### src/rtl/pecfg_pkg.sv
package pecfg_pkg;

  // ----------------------------------------------------------------
  // Address map (byte offsets)
  // ----------------------------------------------------------------
  localparam logic [11:0] OFF_VENDOR      = 12'h000;
  localparam logic [11:0] OFF_AER_HDR     = 12'h100;
  localparam logic [11:0] OFF_UNC_STAT    = 12'h104;
  localparam logic [11:0] OFF_UNC_MASK    = 12'h108;
  localparam logic [11:0] OFF_UNC_SEV     = 12'h10c;
  localparam logic [11:0] OFF_COR_STAT    = 12'h110;
  localparam logic [11:0] OFF_COR_MASK    = 12'h114;
  localparam logic [11:0] OFF_AER_CTRL    = 12'h118;
  localparam logic [11:0] OFF_HLOG0       = 12'h11c;
  localparam logic [11:0] OFF_HLOG3       = 12'h128;
  localparam logic [11:0] OFF_VC_HDR      = 12'h140;
  localparam logic [11:0] OFF_PVC_CAP1    = 12'h144;
  localparam logic [11:0] OFF_PVC_CAP2    = 12'h148;
  localparam logic [11:0] OFF_PVC_CTST    = 12'h14c;
  localparam logic [11:0] OFF_VC0_CAP     = 12'h150;
  localparam logic [11:0] OFF_VC0_CTRL    = 12'h154;
  localparam logic [11:0] OFF_VC0_STAT    = 12'h158;
  localparam logic [11:0] OFF_VC1_CAP     = 12'h15c;
  localparam logic [11:0] OFF_VC1_CTRL    = 12'h160;
  localparam logic [11:0] OFF_VC1_STAT    = 12'h164;
  localparam logic [11:0] OFF_PWR_HDR     = 12'h20c;
  localparam logic [11:0] OFF_PWR_SEL     = 12'h210;
  localparam logic [11:0] OFF_PWR_CAP     = 12'h21c;
  localparam logic [11:0] OFF_ACS_HDR     = 12'h220;
  localparam logic [11:0] OFF_ACS_CTRL    = 12'h224;
  localparam logic [11:0] OFF_EGRESS      = 12'h228;
  localparam logic [11:0] OFF_LTR_HDR     = 12'h230;
  localparam logic [11:0] OFF_LTR_LAT     = 12'h234;
  localparam logic [11:0] EXT_BASE        = 12'h100;

  // ----------------------------------------------------------------
  // Capability identifiers and links
  // ----------------------------------------------------------------
  localparam logic [15:0] CAPID_AER       = 16'h0001;
  localparam logic [15:0] CAPID_VC        = 16'h0002;
  localparam logic [15:0] CAPID_PWR       = 16'h0004;
  localparam logic [15:0] CAPID_ACS       = 16'h000d;
  localparam logic [15:0] CAPID_LTR       = 16'h0018;
  localparam logic [3:0]  CAP_VERSION     = 4'h1;
  localparam logic [11:0] NEXT_END        = 12'h000;
  localparam logic [2:0]  VC_EXT_COUNT    = 3'h1;
  localparam logic [31:0] RESET_ZERO      = 32'h0000_0000;
  localparam logic [15:0] VENDOR_DEFAULT  = 16'h1a2b; // Arbitrary value

  // ----------------------------------------------------------------
  // Carriers
  // ----------------------------------------------------------------
  typedef struct packed {
    logic        rd;
    logic        wr;
    logic [11:0] addr;
    logic [3:0]  be;
    logic [31:0] wdata;
  } pecfg_req_type;

  typedef struct packed {
    logic        valid;
    logic        hit;
    logic [31:0] rdata;
  } pecfg_rsp_type;

  // Builds an enhanced capability header
  function automatic logic [31:0] ext_hdr(input logic [15:0] id,
                                          input logic [11:0] nxt);
    ext_hdr = {nxt, CAP_VERSION, id};
  endfunction

endpackage

### src/rtl/pecfg_ext_space.sv
`timescale 1ns/1ns
`default_nettype none
// Operation
// - Extended area holds AER, VC, power budget
// - First extended capability header at 100h
// - Later capabilities all above 0FFh
// - Latency structure at 230h ends chain
// - Second VC resource control at 160h
// - Vendor identity read-only, loadable by sideband
module pecfg_ext_space
  import pecfg_pkg::*;
#(
  parameter logic [15:0] VENDOR_IDENTITY = VENDOR_DEFAULT  // Arbitrary value
) (
  input  wire logic          mclk,        // 25 MHz core clock
  input  wire logic          arst_n,      // Async reset, low
  input  wire pecfg_req_type cfgReq,      // Config request
  output pecfg_rsp_type      cfgRsp,      // Config answer
  input  wire logic          idLoad,      // Sideband id load
  input  wire logic [15:0]   idLoadVal,   // Loaded vendor_identity
  input  wire logic [31:0]   uncErrSet,   // Uncorrectable events
  input  wire logic [31:0]   corErrSet,   // Correctable events
  input  wire logic          hlogWe,      // Header log write
  input  wire logic [1:0]    hlogIdx,     // Header log word
  input  wire logic [31:0]   hlogData,    // Header log data
  output logic [31:0]        vc1Control,  // Channel 1 control
  output logic [31:0]        egressVec    // Egress vector
);

  // ----------------------------------------------------------------
  // Reset synchroniser
  // ----------------------------------------------------------------
  logic rstMeta_r;
  logic rstN_r;
  always_ff @(posedge mclk or negedge arst_n) begin
    if (!arst_n) begin
      rstMeta_r <= 1'b0;
      rstN_r    <= 1'b0;
    end else begin
      rstMeta_r <= 1'b1;
      rstN_r    <= rstMeta_r;
    end
  end

  // ----------------------------------------------------------------
  // State
  // ----------------------------------------------------------------
  typedef struct packed {
    logic [15:0]   vendor;
    logic [31:0]   uncStat;
    logic [31:0]   uncMask;
    logic [31:0]   uncSev;
    logic [31:0]   corStat;
    logic [31:0]   corMask;
    logic [31:0]   aerCtrl;
    logic [31:0]   pvcCtrl;
    logic [31:0]   vc0Ctrl;
    logic [31:0]   vc1Ctrl;
    logic [31:0]   pwrSel;
    logic [31:0]   acsCtrl;
    logic [31:0]   egress;
    logic [31:0]   ltrLat;
    logic          strapped;
    logic          logPend;
    pecfg_rsp_type rsp;
  } pecfg_state_type;

  pecfg_state_type st_r;
  pecfg_state_type st_nxt;
  logic [31:0]     hlogRdata;

  // Header log words live in a small memory
  pecfg_hlog_mem #(.DEPTH(4)) uHlog (
    .mclk  (mclk),
    .rstN  (rstN_r),
    .we    (hlogWe),
    .waddr (hlogIdx),
    .wdata (hlogData),
    .raddr (cfgReq.addr[3:2] - 2'h3),
    .rdata (hlogRdata)
  );

  // Byte-enable merge for writable words
  function automatic logic [31:0] merge(input logic [31:0] old,
                                        input logic [31:0] wd,
                                        input logic [3:0]  be);
    for (int i = 0; i < 4; i++) begin
      merge[i*8 +: 8] = be[i] ? wd[i*8 +: 8] : old[i*8 +: 8];
    end
  endfunction

  // Write-one-to-clear with set winning
  function automatic logic [31:0] w1c(input logic [31:0] old,
                                      input logic [31:0] set,
                                      input logic [31:0] clr);
    w1c = (old & ~clr) | set;
  endfunction

  // ----------------------------------------------------------------
  // Read decode
  // ----------------------------------------------------------------
  logic [31:0] rdMux;
  logic        rdHit;
  logic        isLog;
  always_comb begin
    rdMux = RESET_ZERO;
    rdHit = 1'b1;
    isLog = ({cfgReq.addr[11:2], 2'b00} >= OFF_HLOG0)
         && ({cfgReq.addr[11:2], 2'b00} <= OFF_HLOG3);
    case ({cfgReq.addr[11:2], 2'b00})
      OFF_VENDOR:   rdMux = {16'h0000, st_r.vendor};
      OFF_AER_HDR:  rdMux = ext_hdr(CAPID_AER, OFF_VC_HDR);
      OFF_UNC_STAT: rdMux = st_r.uncStat;
      OFF_UNC_MASK: rdMux = st_r.uncMask;
      OFF_UNC_SEV:  rdMux = st_r.uncSev;
      OFF_COR_STAT: rdMux = st_r.corStat;
      OFF_COR_MASK: rdMux = st_r.corMask;
      OFF_AER_CTRL: rdMux = st_r.aerCtrl;
      OFF_VC_HDR:   rdMux = ext_hdr(CAPID_VC, OFF_PWR_HDR);
      OFF_PVC_CAP1: rdMux = {29'h0, VC_EXT_COUNT};
      OFF_PVC_CAP2: rdMux = RESET_ZERO;
      OFF_PVC_CTST: rdMux = st_r.pvcCtrl;
      OFF_VC0_CAP:  rdMux = RESET_ZERO;
      OFF_VC0_CTRL: rdMux = st_r.vc0Ctrl;
      OFF_VC0_STAT: rdMux = RESET_ZERO;
      OFF_VC1_CAP:  rdMux = RESET_ZERO;
      OFF_VC1_CTRL: rdMux = st_r.vc1Ctrl;
      OFF_VC1_STAT: rdMux = RESET_ZERO;
      OFF_PWR_HDR:  rdMux = ext_hdr(CAPID_PWR, OFF_ACS_HDR);
      OFF_PWR_SEL:  rdMux = st_r.pwrSel;
      OFF_PWR_CAP:  rdMux = RESET_ZERO;
      OFF_ACS_HDR:  rdMux = ext_hdr(CAPID_ACS, OFF_LTR_HDR);
      OFF_ACS_CTRL: rdMux = st_r.acsCtrl;
      OFF_EGRESS:   rdMux = st_r.egress;
      OFF_LTR_HDR:  rdMux = ext_hdr(CAPID_LTR, NEXT_END);
      OFF_LTR_LAT:  rdMux = st_r.ltrLat;
      default: begin
        rdHit = isLog;
      end
    endcase
  end

  // ----------------------------------------------------------------
  // Next state
  // ----------------------------------------------------------------
  logic        wr;
  logic [11:0] wa;
  always_comb begin
    st_nxt = st_r;
    wr     = cfgReq.wr;
    wa     = {cfgReq.addr[11:2], 2'b00};
    // Strap default once after release, sideband may overwrite
    if (!st_r.strapped) begin
      st_nxt.vendor   = VENDOR_IDENTITY;
      st_nxt.strapped = 1'b1;
    end else if (idLoad) begin
      st_nxt.vendor = idLoadVal;
    end
    // Sticky error status, set wins over clear
    st_nxt.uncStat = w1c(st_r.uncStat, uncErrSet,
      (wr && wa == OFF_UNC_STAT) ? merge(RESET_ZERO, cfgReq.wdata,
                                         cfgReq.be) : RESET_ZERO);
    st_nxt.corStat = w1c(st_r.corStat, corErrSet,
      (wr && wa == OFF_COR_STAT) ? merge(RESET_ZERO, cfgReq.wdata,
                                         cfgReq.be) : RESET_ZERO);
    if (wr) begin
      case (wa)
        OFF_UNC_MASK: st_nxt.uncMask = merge(st_r.uncMask, cfgReq.wdata,
                                             cfgReq.be);
        OFF_UNC_SEV:  st_nxt.uncSev  = merge(st_r.uncSev, cfgReq.wdata,
                                             cfgReq.be);
        OFF_COR_MASK: st_nxt.corMask = merge(st_r.corMask, cfgReq.wdata,
                                             cfgReq.be);
        OFF_AER_CTRL: st_nxt.aerCtrl = merge(st_r.aerCtrl, cfgReq.wdata,
                                             cfgReq.be);
        OFF_PVC_CTST: st_nxt.pvcCtrl = merge(st_r.pvcCtrl, cfgReq.wdata,
                                             cfgReq.be);
        OFF_VC0_CTRL: st_nxt.vc0Ctrl = merge(st_r.vc0Ctrl, cfgReq.wdata,
                                             cfgReq.be);
        OFF_VC1_CTRL: st_nxt.vc1Ctrl = merge(st_r.vc1Ctrl, cfgReq.wdata,
                                             cfgReq.be);
        OFF_PWR_SEL:  st_nxt.pwrSel  = merge(st_r.pwrSel, cfgReq.wdata,
                                             cfgReq.be);
        OFF_ACS_CTRL: st_nxt.acsCtrl = merge(st_r.acsCtrl, cfgReq.wdata,
                                             cfgReq.be);
        OFF_EGRESS:   st_nxt.egress  = merge(st_r.egress, cfgReq.wdata,
                                             cfgReq.be);
        OFF_LTR_LAT:  st_nxt.ltrLat  = merge(st_r.ltrLat, cfgReq.wdata,
                                             cfgReq.be);
        default: begin
        end
      endcase
    end
    // Answer one cycle after request; log read adds one
    st_nxt.rsp.valid = 1'b0;
    st_nxt.logPend   = 1'b0;
    if (st_r.logPend) begin
      st_nxt.rsp.valid = 1'b1;
      st_nxt.rsp.hit   = 1'b1;
      st_nxt.rsp.rdata = hlogRdata;
    end else if (cfgReq.rd && isLog) begin
      st_nxt.logPend = 1'b1;
    end else if (cfgReq.rd || cfgReq.wr) begin
      st_nxt.rsp.valid = 1'b1;
      st_nxt.rsp.hit   = rdHit;
      st_nxt.rsp.rdata = cfgReq.rd ? rdMux : RESET_ZERO;
    end
  end

  // ----------------------------------------------------------------
  // Registers
  // ----------------------------------------------------------------
  always_ff @(posedge mclk or negedge rstN_r) begin
    if (!rstN_r) begin
      st_r <= '0;
    end else begin
      st_r <= st_nxt;
    end
  end

  // Outputs straight from flip-flops
  assign cfgRsp     = st_r.rsp;
  assign vc1Control = st_r.vc1Ctrl;
  assign egressVec  = st_r.egress;

  // ----------------------------------------------------------------
  // Checks
  // ----------------------------------------------------------------
  AST_LTR_END: assert property (@(posedge mclk)
    disable iff (!rstN_r)
    (cfgReq.rd && cfgReq.addr == OFF_LTR_HDR && !st_r.logPend) |=>
    (cfgRsp.valid && cfgRsp.rdata == 32'h0001_0018))
    else $error("LTR header wrong");
  AST_FIRST_HDR: assert property (@(posedge mclk)
    disable iff (!rstN_r)
    (cfgReq.rd && cfgReq.addr == OFF_AER_HDR && !st_r.logPend) |=>
    (cfgRsp.rdata == 32'h1401_0001))
    else $error("First header wrong");
  AST_CHAIN_UP: assert property (@(posedge mclk)
    disable iff (!rstN_r)
    (cfgReq.rd && cfgReq.addr == OFF_PWR_HDR && !st_r.logPend) |=>
    (cfgRsp.rdata[31:20] > 12'h0ff))
    else $error("Chain points below extended area");
  AST_VC_HDR: assert property (@(posedge mclk)
    disable iff (!rstN_r)
    (cfgReq.rd && cfgReq.addr == OFF_VC_HDR && !st_r.logPend) |=>
    (cfgRsp.rdata[15:0] == 16'h0002))
    else $error("VC header wrong");
  AST_VC1_WR: assert property (@(posedge mclk)
    disable iff (!rstN_r)
    (cfgReq.wr && cfgReq.addr == OFF_VC1_CTRL && cfgReq.be == 4'hf) |=>
    (vc1Control == $past(cfgReq.wdata)))
    else $error("VC1 control not written");
  AST_VENDOR_RO: assert property (@(posedge mclk)
    disable iff (!rstN_r)
    (st_r.strapped && !idLoad) |=> $stable(st_r.vendor))
    else $error("Vendor_identity changed");
  AST_HDR_VER: assert property (@(posedge mclk)
    disable iff (!rstN_r)
    (cfgReq.rd && cfgReq.addr == OFF_ACS_HDR && !st_r.logPend) |=>
    (cfgRsp.rdata[19:16] == 4'h1 && cfgRsp.rdata[31:20] == 12'h230))
    else $error("ACS header layout wrong");
  AST_STICKY: assert property (@(posedge mclk) disable iff (!rstN_r)
    (uncErrSet != 32'h0) |=> ((st_r.uncStat & $past(uncErrSet))
                              == $past(uncErrSet)))
    else $error("Error event lost");

endmodule
`default_nettype wire

### src/rtl/pecfg_hlog_mem.sv
`timescale 1ns/1ns
`default_nettype none
module pecfg_hlog_mem #(
  parameter int DEPTH = 4
) (
  input  wire logic                     mclk,   // Core clock
  input  wire logic                     rstN,   // Synced reset
  input  wire logic                     we,     // Write strobe
  input  wire logic [$clog2(DEPTH)-1:0] waddr,  // Write word
  input  wire logic [31:0]              wdata,  // Write data
  input  wire logic [$clog2(DEPTH)-1:0] raddr,  // Read word
  output logic      [31:0]              rdata   // Registered data
);

  logic [31:0] mem [DEPTH];

  // ----------------------------------------------------------------
  // Storage with registered read
  // ----------------------------------------------------------------
  always_ff @(posedge mclk or negedge rstN) begin
    if (!rstN) begin
      rdata <= 32'h0000_0000;
      for (int i = 0; i < DEPTH; i++) begin
        mem[i] <= 32'h0000_0000;
      end
    end else begin
      if (we) begin
        mem[waddr] <= wdata;
      end
      rdata <= mem[raddr];
    end
  end

endmodule
`default_nettype wire

### config.mk
export PLATFORM = sky130hd
export DESIGN_NAME = pecfg_ext_space
export DESIGN_NICKNAME = d
export VERILOG_FILES = /design/src/rtl/pecfg_pkg.sv /design/src/rtl/pecfg_ext_space.sv /design/src/rtl/pecfg_hlog_mem.sv
export SDC_FILE = /design/constraint.sdc
export NUM_CORES = 1
export LEC_CHECK = 0
export BUFFER_PORTS_ARGS = -buffer_cell sky130_fd_sc_hd__buf_2
export CAP_MARGIN = 20
export CORE_ASPECT_RATIO = 0.9
export CORE_MARGIN = 2
export CORE_UTILIZATION = 51
export DETAILED_ROUTE_END_ITERATION = 10
export GPL_TIMING_DRIVEN = 1
export HOLD_SLACK_MARGIN = 0.15
export PLACE_DENSITY = 0.81
export SLEW_MARGIN = 20
export SYNTH_ARGS = -nofsm -noshare
export SYNTH_HDL_FRONTEND = slang
export SYNTH_HIERARCHICAL = 1
export SYNTH_SLANG_ARGS = --single-unit
### constraint.sdc
create_clock -name mclk -period 19.65 [get_ports mclk]
set_input_delay 3.93 -clock mclk [delete_from_list [all_inputs] [get_ports mclk]]
set_output_delay 3.93 -clock mclk [all_outputs]
set_load 0.03 [all_outputs]
## After elaboration in Yosys (flattened, before gate mapping)

Index checks and enable logic that the tools add are counted.

| operators by class | value |
|---|---|
| magnitude comparators | 5 |
| reduce and logical (&&, ||, !) cells | 54 |
| equal/unequal tests | 27 |
| add/sub/neg operators | 1 |
| muxes and demuxes | 22 |
| bitwise operators | 8 |

Operators with widths:

| cell | count |
|---|---|
| case mux 32 bit (20 select lines) | 1 |
| two-way mux 32 bit | 6 |
| equality test 10 x 7 -> 1 bit (second input constant) | 17 |
| AND reduction 3 bit | 44 |
| bitwise mux 128 bit | 1 |
| two-way mux 34 bit | 3 |
| equality test 10 x 8 -> 1 bit (second input constant) | 8 |
| AND 32 bit | 2 |
| binary-select mux 32 bit (select 2 bit) | 1 |
| demux 32 bit (select 2 bit) | 1 |
| NOT 32 bit | 2 |
| bitwise OR 32 bit | 2 |
| two-way mux 16 bit | 2 |
| two-way mux 8 bit | 4 |
| OR reduction 26 bit | 1 |
| >= comparator 12 x 9 -> 1 bit (second input constant) | 1 |
| less-or-equal comparator 12 x 9 -> 1 bit (second input constant) | 1 |
| zero test 10 bit | 1 |
| >= comparator 3 bit (second input constant) | 2 |
| NOT 2 -> 3 bit | 2 |
| logical AND 1 bit | 5 |
| != test 2 bit (second input constant) | 2 |
| less-than comparator 3 x 1 -> 1 bit (second input constant) | 1 |
| two-way mux 1 bit | 3 |
| 4 further kinds | 4 |

| storage, ports and cells | value |
|---|---|
| bits of input ports | 168 |
| word-level logic and storage cells | 176 |
| flip-flop bits (word level) | 630 |
| output and inout bits | 98 |

## Longest topological paths before layout

Gate-level depths: netlist (run 1).

| logic depth | value |
|---|---|
| word-level depth | 6 |
| mapped depth | 11 |
| mapped depth without buffers | 8 |

## Cells and area by module

The synthesis (run 1) kept the hierarchy.

Modules (own cells, without submodules):

| module | instances | sequential area each (um^2) | area an instance (um^2) | cells an instance |
|---|---|---|---|---|
| pecfg_ext_space | 1 | 11761.3 | 22337.7 | 1860 |
| pecfg_hlog_mem | 1 | 4003.8 | 6297.3 | 343 |

## Worst setup path after synthesis (run 1)

No wires, ideal clock.

| timing path | value |
|---|---|
| path kind | input-to-reg |
| start | in cfgReq[44] (netlist bit) |
| end | reg st_r[107] (netlist bit) |
| data required time | 19525 ps |
| setup slack | 13771 ps |
| data arrival time | 5754 ps |
| buffers on the path | 3 |
| cell stages on the path | 8 |
| setup time | 125 ps |
| path through | buf_2 -> nor4b_2 -> buf_4 -> nand2_2 -> or3_1 -> buf_2 -> nor2_4 -> mux2_2 |

| on the way | value |
|---|---|
| cells in the longest elaborated chain, start to end | 2 |

Ends and longest elaborated chain:

| item | line | source |
|---|---|---|
| start: declaration | pecfg_ext_space.sv:17 | `input wire pecfg_req_type cfgReq,` |
| equality test 10 x 8 -> 1 bit | n/a |  |
| AND reduction 3 bit (no source line) | n/a |  |
| end signal: assignment | pecfg_ext_space.sv:217 | `st_r <= st_nxt;` |
| end: declaration | pecfg_ext_space.sv:68 | `pecfg_state_type st_r;` |

Every way passes these cells.
A chain may end at the register's enable or synchronous reset.

## Worst setup path after layout (run 1)

| timing path | value |
|---|---|
| start | in cfgReq[40] (netlist bit) |
| end | reg st_r (netlist bit cfgRsp[23]) |

| on the way | value |
|---|---|
| cells in the longest elaborated chain, start to end | 6 |
| elaborated cells on any way between the ends | 31 |
| those cells by class | order compare (2); eq/ne (20); mux (5); reduce/logical (4) |

Ends and longest elaborated chain:

| item | line | source |
|---|---|---|
| equality test 10 x 8 -> 1 bit, or another cell as far along | n/a |  |
| case mux 32 bit (20 select lines) | pecfg_ext_space.sv:110 | `case ({cfgReq.addr[11:2], 2'b00})` |
| two-way mux 32 bit | pecfg_ext_space.sv:206 | `st_nxt.rsp.rdata = cfgReq.rd ? rdMux : RESET_ZERO;` |
| two-way mux 34 bit | pecfg_ext_space.sv:203 | `end else if (cfgReq.rd \|\| cfgReq.wr) begin` |
| two-way mux 34 bit | pecfg_ext_space.sv:201 | `end else if (cfgReq.rd && isLog) begin` |
| two-way mux 34 bit | pecfg_ext_space.sv:197 | `if (st_r.logPend) begin` |

Several ways; a longest one is shown, not always the timed one. The select of a mux whose other input is x is not followed.

==> summary.md, run 1 <==
| Metric | Value |
|---|---|
| Fin Hold WS | `between 200 and 300 ps` |
| Final Max Tran Viols | `0` |
| First-pass GRT wire length | `132.4 mm` |
| Critical Path Fanout Max | `57` |
| Final setup TNS | `0 ps` |
| Peak supply drop | `79.28 uV` |
| Max Clk Rate | `131.9 MHz` |
| Largest net degree at the start of global routing | `200` |
| Most frequent cells in the layout | `dfrtp_1, mux2_2, buf_2` |
| IO Count | `266` |
| PostCTS Resize Cnt | `0` |
| WP data required | `20090 ps` |
| Compound-Gate Fraction of Synth Area | `0.1074` |
| Avg Vias per Cell | `6.394` |
| Post-Synth Simple-Gate Area | `0.06047` |
| Core box area | `0.05561 sq mm` |
| Register area | `0.01577 sq mm` |
| Total track usage | `0.3090` |
| Clk Latency, worst-skew pair | `620 ps` |
| ANT nets after route | `0` |
| Final Util | `0.5778` |
| Yosys cell types | `71` |
| WL final | `89.76 mm` |
| Clock Path Buffers | `3` |
| Std-Cell Rows | `82` |
| Synthesis-to-layout area growth | `12.20%` |
| Measured slew at the worst slew-check pin | `1289 ps` |
| Die W | `roughly 250 microns` |
| H-tree depth | `3` |
| CTS Sinks | `630` |
| Via count | `20108` |
| Syn Std Cell Area | `0.02863 sq mm` |
| Top FF cell, synth | `dfrtp_1` |
| Largest family of logic cells by synthesized area | `multiplexers` |
| Xor/xnor share of the synthesized area | `0` |
| Layout Nets | `2507` |
| Post-synth ARST share | `1.000` |
| Hold_buf cts | `0` |
| Fill cell count | `4395` |
| Pwr Total | `2917 uW` |
| Router iterations before antenna repair | `6` |
| Data arrival, critical path | `roughly 8000 ps` |
| Gpl congestion | `0.9451` |
| Startpoint Class | `input pin` |
| Min-delay worst type | `flip-flop to async pin` |
| Register area share after synthesis | `0.5506` |
| Area occupied by multi-input gates | `about 0.011 sq mm` |
| Per-cell routed wire length | `28.54 microns` |
| Crit. End Element | `flip-flop` |
| Hpwl dp | `roughly 60 mm` |
| Crit Path Class | `input pin to flip-flop` |
| Max_cap viols | `0` |
| Layout cell share with drive strength beyond 1 | `0.4057` |
| CTS tree | `yes` |
| Leakage Power | `0.01460 uW` |
| Drt initial violations | `about 2500` |
| Clock skew | `17.58 ps` |
| Most common cell after layout, fill and taps aside | `dfrtp_1` |
| Mux contribution to synthesized area | `0.2310` |
| Post-CTS Setup Inserts | `0` |
| RSZ-0062 raised after global routing | `false` |
| Yosys warning count | `6` |
| Status | `completed` |
| Initial Util | `0.5149` |
| Clock edge transition at the registers on the reported setup and hold paths | `60 ps` |
| CTS buffer count | `66` |
| Total grt overflow | `0` |
| Number of port buffers | `263` |
| Final setup viols | `0` |
| Die Ht | `228.8 microns` |
| Final hold vios | `0` |
| Adder-cell share of the synthesized area | `0.001748` |
| DRC | `0` |
| Gate Count Post-Synth | `roughly 2200` |
| EDFF count, synth | `0` |
| Synth Area per Inst | `13.00 sq um` |
| Crit path time final | `7584 ps` |
| Power Density | `between 90 and 100 mW/mm^2` |
| Final worst path period share | `0.3859` |
| Die footprint | `0.05806 sq mm` |
| Root buffer cell | `clkbuf_16` |
| Initial antenna violation count | `20` |
| Synth Register Bits | `between 600 and 700` |
| Slew Limit Headroom | `0.1326` |
| Vias in the first global route | `20735` |
[logic make-up after synthesis]
logic type               after synthesis
flip-flops                           630
multiplexers                         559
AO/OA/AOI/OAI                        421
AND/OR/NAND/NOR                      343
buffers and inverters                245
adder cells (fa/ha/maj)                4
other                                  1
[routing by layer]
| layer | track usage | vias up | wire length [microns] |
|---|---|---|---|
| met4 | 0.1471 | 24 | 4647 |
| met1 | 0.3878 | 10261 | 32910 |
| met5 | 0 | - | 162 |
| met2 | 0.4635 | 1191 | 40470 |
| met3 | 0.1287 | 341 | 11560 |
| li1 | - | 8291 | - |
[cells in the mapped netlist, types with 5 or more instances]
library cell    n  share of area
dfrtp_1       630           0.55
mux2_2        492           0.19
nand2_1       152          0.020
a22oi_1       127          0.033
buf_4         106          0.028
clkbuf_1       86          0.011
a21o_1         66          0.017
nor2_1         55         0.0072
buf_2          38         0.0066
a21oi_1        37         0.0065
mux2i_1        33          0.012
mux4_2         32          0.025
o21ai_1        30         0.0052
o21ai_0        29         0.0051
a22o_1         26         0.0080
a221oi_1       19         0.0058
and3_1         18         0.0039
nor2b_1        18         0.0039
nor3_1         16         0.0028
o22ai_1        15         0.0033
a221o_1        13         0.0045
and2_1         12         0.0026
nor2_2          9         0.0020
o2bb2ai_1       9         0.0028
a2111oi_0       8         0.0024
a222oi_1        7         0.0024
nand3_1         7         0.0012
inv_1           6        0.00079
nand4_1         6         0.0013
buf_1           5        0.00066
nand2_2         5         0.0011
nor2_4          5         0.0020
nor4_1          5         0.0011
o32ai_1         5         0.0015
[through the flow]
stage,instances,setup slack [ps],instance area [sq um]
after floorplan,2204,789.7,28640
after global placement,3021,11660,29850
after detailed placement,3021,11610,29850
after CTS,3135,12240,32040
after global routing,3138,11980,32110
final,3145,12070,32130
[layout make-up]
class | instances | area share
diodes | 8 | 0.0006231
well taps | 756 | 0.02944
flip-flops and latches | 630 | 0.4908
clock buffers | 92 | 0.05884
inverters | 6 | 0.0007010
multi-input cells | 1329 | 0.3578
clock inverters | 22 | 0.009346
repair buffers | 302 | 0.05242
[where the power goes]
part | internal (uW) | switching (uW) | leakage, uW
combinational | 101 | 127 | 0.00545
sequential | 1380 | 40.0 | 0.00807
clock | 753 | 521 | 0.00108
total | 2230 | 688 | 0.0146
[worst max-delay path, cell delays in order]
cell     delay [ps]
buf_4           480
buf_4           730
nor4_1          180
and3_1          520
buf_4           360
or3_1           400
nor4_1          590
or3b_4          560
o21ai_1         160
[state kept, by name, summed over array words and instances, names as in the netlist]
register     flops
st_r           370
egressVec       32
rstN_r           1
cfgRsp          34
vc1Control      32
uHlog/mem      128
rstMeta_r        1
uHlog/rdata     32
[worst paths after layout]
path / startpoint / cells after the start / slack, ps / endpoint
min in group mclk: rstMeta_r / 0 / 350 / rstN_r
max reg2reg: st_r[290] / 6 / 17070 / cfgRsp[30]
min: rstN_r / 0 / 280 / uHlog/mem[111]
max: cfgReq[40] / 9 / 12070 / cfgRsp[23]
max in group asynchronous: arst_n / 1 / 16450 / rstN_r
min reg2reg: rstN_r / 0 / 280 / uHlog/mem[111]
Power figures use the tool's default switching activity.
==> run 2: changes to the inputs <==
--- a/config.mk
+++ b/config.mk
@@ -13,7 +13,7 @@
 export DETAILED_ROUTE_END_ITERATION = 10
 export GPL_TIMING_DRIVEN = 1
 export HOLD_SLACK_MARGIN = 0.15
-export PLACE_DENSITY = 0.81
+export PLACE_DENSITY = 0.78
 export SLEW_MARGIN = 20
 export SYNTH_ARGS = -nofsm -noshare
 export SYNTH_HDL_FRONTEND = slang
==> constraint.sdc (replaced) <==
create_clock -name mclk -period 7.4 [get_ports mclk]
set_input_delay 1.48 -clock mclk [delete_from_list [all_inputs] [get_ports mclk]]
set_output_delay 1.48 -clock mclk [all_outputs]
set_load 0.03 [all_outputs]
==> summary.md, run 2 (same netlist as run 1, synthesis figures left out) <==
| Metric | Value |
|---|---|
| Data arrival, critical path | `5150 ps (-2870 ps)` |
| Worst flop-to-flop path endpoint | `cfgRsp[30]` |
| Post-CTS Setup Inserts | `0 (unchanged)` |
| R2R Setup Slk | `4840 ps (-12230 ps)` |
| Most frequent cells in the layout | `dfrtp_1, mux2_2, buf_2` |
| Drt initial violations | `2483 (+0.49%)` |
| Initial Util | `0.5149 (unchanged)` |
| Die W | `253.8 microns (unchanged)` |
| Hold path start | `rstMeta_r` |
| Total grt overflow | `0 (unchanged)` |
| Leakage Power | `0.01452 uW (-0.53%)` |
| Hold_buf cts | `0 (unchanged)` |
| H-tree depth | `2 (-1)` |
| Register area | `0.01577 sq mm (unchanged)` |
| Layout Nets | `2499 (-0.32%)` |
| Final hold vios | `0 (unchanged)` |
| Peak supply drop | `215.1 uV (+170%)` |
| FF-to-FF Start | `st_r[290]` |
| PostCTS Resize Cnt | `0 (unchanged)` |
| Max_cap viols | `0 (unchanged)` |
| Clock skew | `18.92 ps (+1.349 ps)` |
| RSZ-0062 raised after global routing | `false` |
| Clock Path Buffers | `3 (unchanged)` |
| Hpwl dp | `59.90 mm (+0.29%)` |
| CTS buffer count | `61 (-7.6%)` |
| Clock edge transition at the registers on the reported setup and hold paths | `60 ps (about the same)` |
| Layout cell share with drive strength beyond 1 | `0.4049 (-0.0008297)` |
| Cells after DPL | `3020 (-0.033%)` |
| ANT nets after route | `0 (unchanged)` |
| Most common cell after layout, fill and taps aside | `dfrtp_1` |
| IO Count | `266 (unchanged)` |
| Std-Cell Rows | `82 (unchanged)` |
| Clk Latency, worst-skew pair | `650 ps (+30 ps)` |
| Max Clk Rate | `213.6 MHz` |
| Final Max Tran Viols | `0 (unchanged)` |
| Slew Limit Headroom | `0.1064 (-0.02619)` |
| CTS tree | `yes` |
| WL final | `88.53 mm (-1.4%)` |
| WP data required | `7870 ps (-12220 ps)` |
| Fin Hold WS | `359.8 ps (+83.65 ps)` |
| Die footprint | `0.05806 sq mm (unchanged)` |
| Power Density | `238.0 mW/mm^2 (+160%)` |
| Min-delay worst type | `flip-flop to flip-flop` |
| Root buffer cell | `clkbuf_16` |
| Synthesis-to-layout area growth | `11.63%` |
| Final setup TNS | `0 ps (unchanged)` |
| Total track usage | `0.3034 (-0.005657)` |
| Flip-flop count of the largest register after layout | `370 (unchanged)` |
| Pwr Total | `7609 uW (+160%)` |
| DRC | `0 (unchanged)` |
| Crit. End Element | `flip-flop` |
| Reg2reg path depth | `6 (unchanged)` |
| Crit path time final | `4683 ps` |
| Router iterations before antenna repair | `8 (+2)` |
| Via count | `20003 (-0.52%)` |
| Die Ht | `228.8 microns (unchanged)` |
| Number of port buffers | `263 (unchanged)` |
| Final worst path period share | `0.6328` |
| Largest net degree at the start of global routing | `185 (-7.5%)` |
| Per-cell routed wire length | `28.21 microns (-1.2%)` |
| Fin cells | `3138 (-0.22%)` |
| Crit Path Class | `input pin to flip-flop` |
| Area occupied by multi-input gates | `0.01150 sq mm (about the same)` |
| Avg Vias per Cell | `6.374 (-0.30%)` |
| Critical Path Fanout Max | `39 (-32%)` |
| Fill cell count | `4425 (+0.68%)` |
| Startpoint Class | `input pin` |
| Hold Path Stages | `0` |
| Core box area | `0.05561 sq mm (unchanged)` |
| Status | `completed` |
| Biggest register | `st_r` |
| Worst hold endpoint | `rstN_r` |
| First-pass GRT wire length | `131.0 mm (-1.1%)` |
| Measured slew at the worst slew-check pin | `1307 ps (+17.39 ps)` |
| Vias in the first global route | `20554 (-0.87%)` |
| Gpl congestion | `0.9450 (about the same)` |
| Final setup viols | `0 (unchanged)` |
| Initial antenna violation count | `19 (-5.0%)` |
| CTS Sinks | `630 (unchanged)` |
## run 2: power by group
part	internal (uW)	switching, uW
clock network	1880	1370
registers	3650	109
logic	266	333
## run 2: through the flow
step           cell area [sq um]  worst slack [ps]  utilization
4_1_cts                    31940              3162       0.5744
6_report                   31960              2717       0.5748
3_5_place_dp               29860              2595       0.5370
5_1_grt                    31950              2891       0.5746
2_1_floorplan              28640              1298            -
3_3_place_gp               29860              2550       0.5370
## run 2: final cells by class
| class | count | area share |
|---|---|---|
| Timing Repair Buffer | 299 | 0.05089 |
| Antenna cell | 6 | 0.0004697 |
| Tap cell | 756 | 0.02959 |
| Multi-Input combinational cell | 1329 | 0.3599 |
| Clock inverter | 23 | 0.009042 |
| Inverter | 6 | 0.0007046 |
| Sequential cell | 630 | 0.4933 |
| Clock buffer | 89 | 0.05609 |
## run 2: worst max path at each step
stage	start	endpoint	slack, ps	cells after the start
after floorplan	rstN_r	cfgRsp[0]	1300	0
after global placement	cfgReq[41]	cfgRsp[30]	2550	7
after detailed placement	cfgReq[41]	cfgRsp[28]	2590	7
after CTS	cfgReq[41]	cfgRsp[30]	3160	7
after global routing	cfgReq[41]	cfgRsp[30]	2890	7
final	cfgReq[41]	cfgRsp[30]	2720	7
## run 2: routing by layer
layer  part of all wire  track usage  wire length [microns]
met1               0.37       0.3874                  32830
met2               0.45       0.4603                  39730
met3               0.13       0.1170                  11400
met4              0.050       0.1320                   4403
met5             0.0019            0                    172
## run 2: critical path, cell delays in order
cell and delay (ps):
buf_2 680, inv_1 460, nand3_1 860, nor2_1 110
a221o_1 320, nor4_1 1040, o21ai_1 170
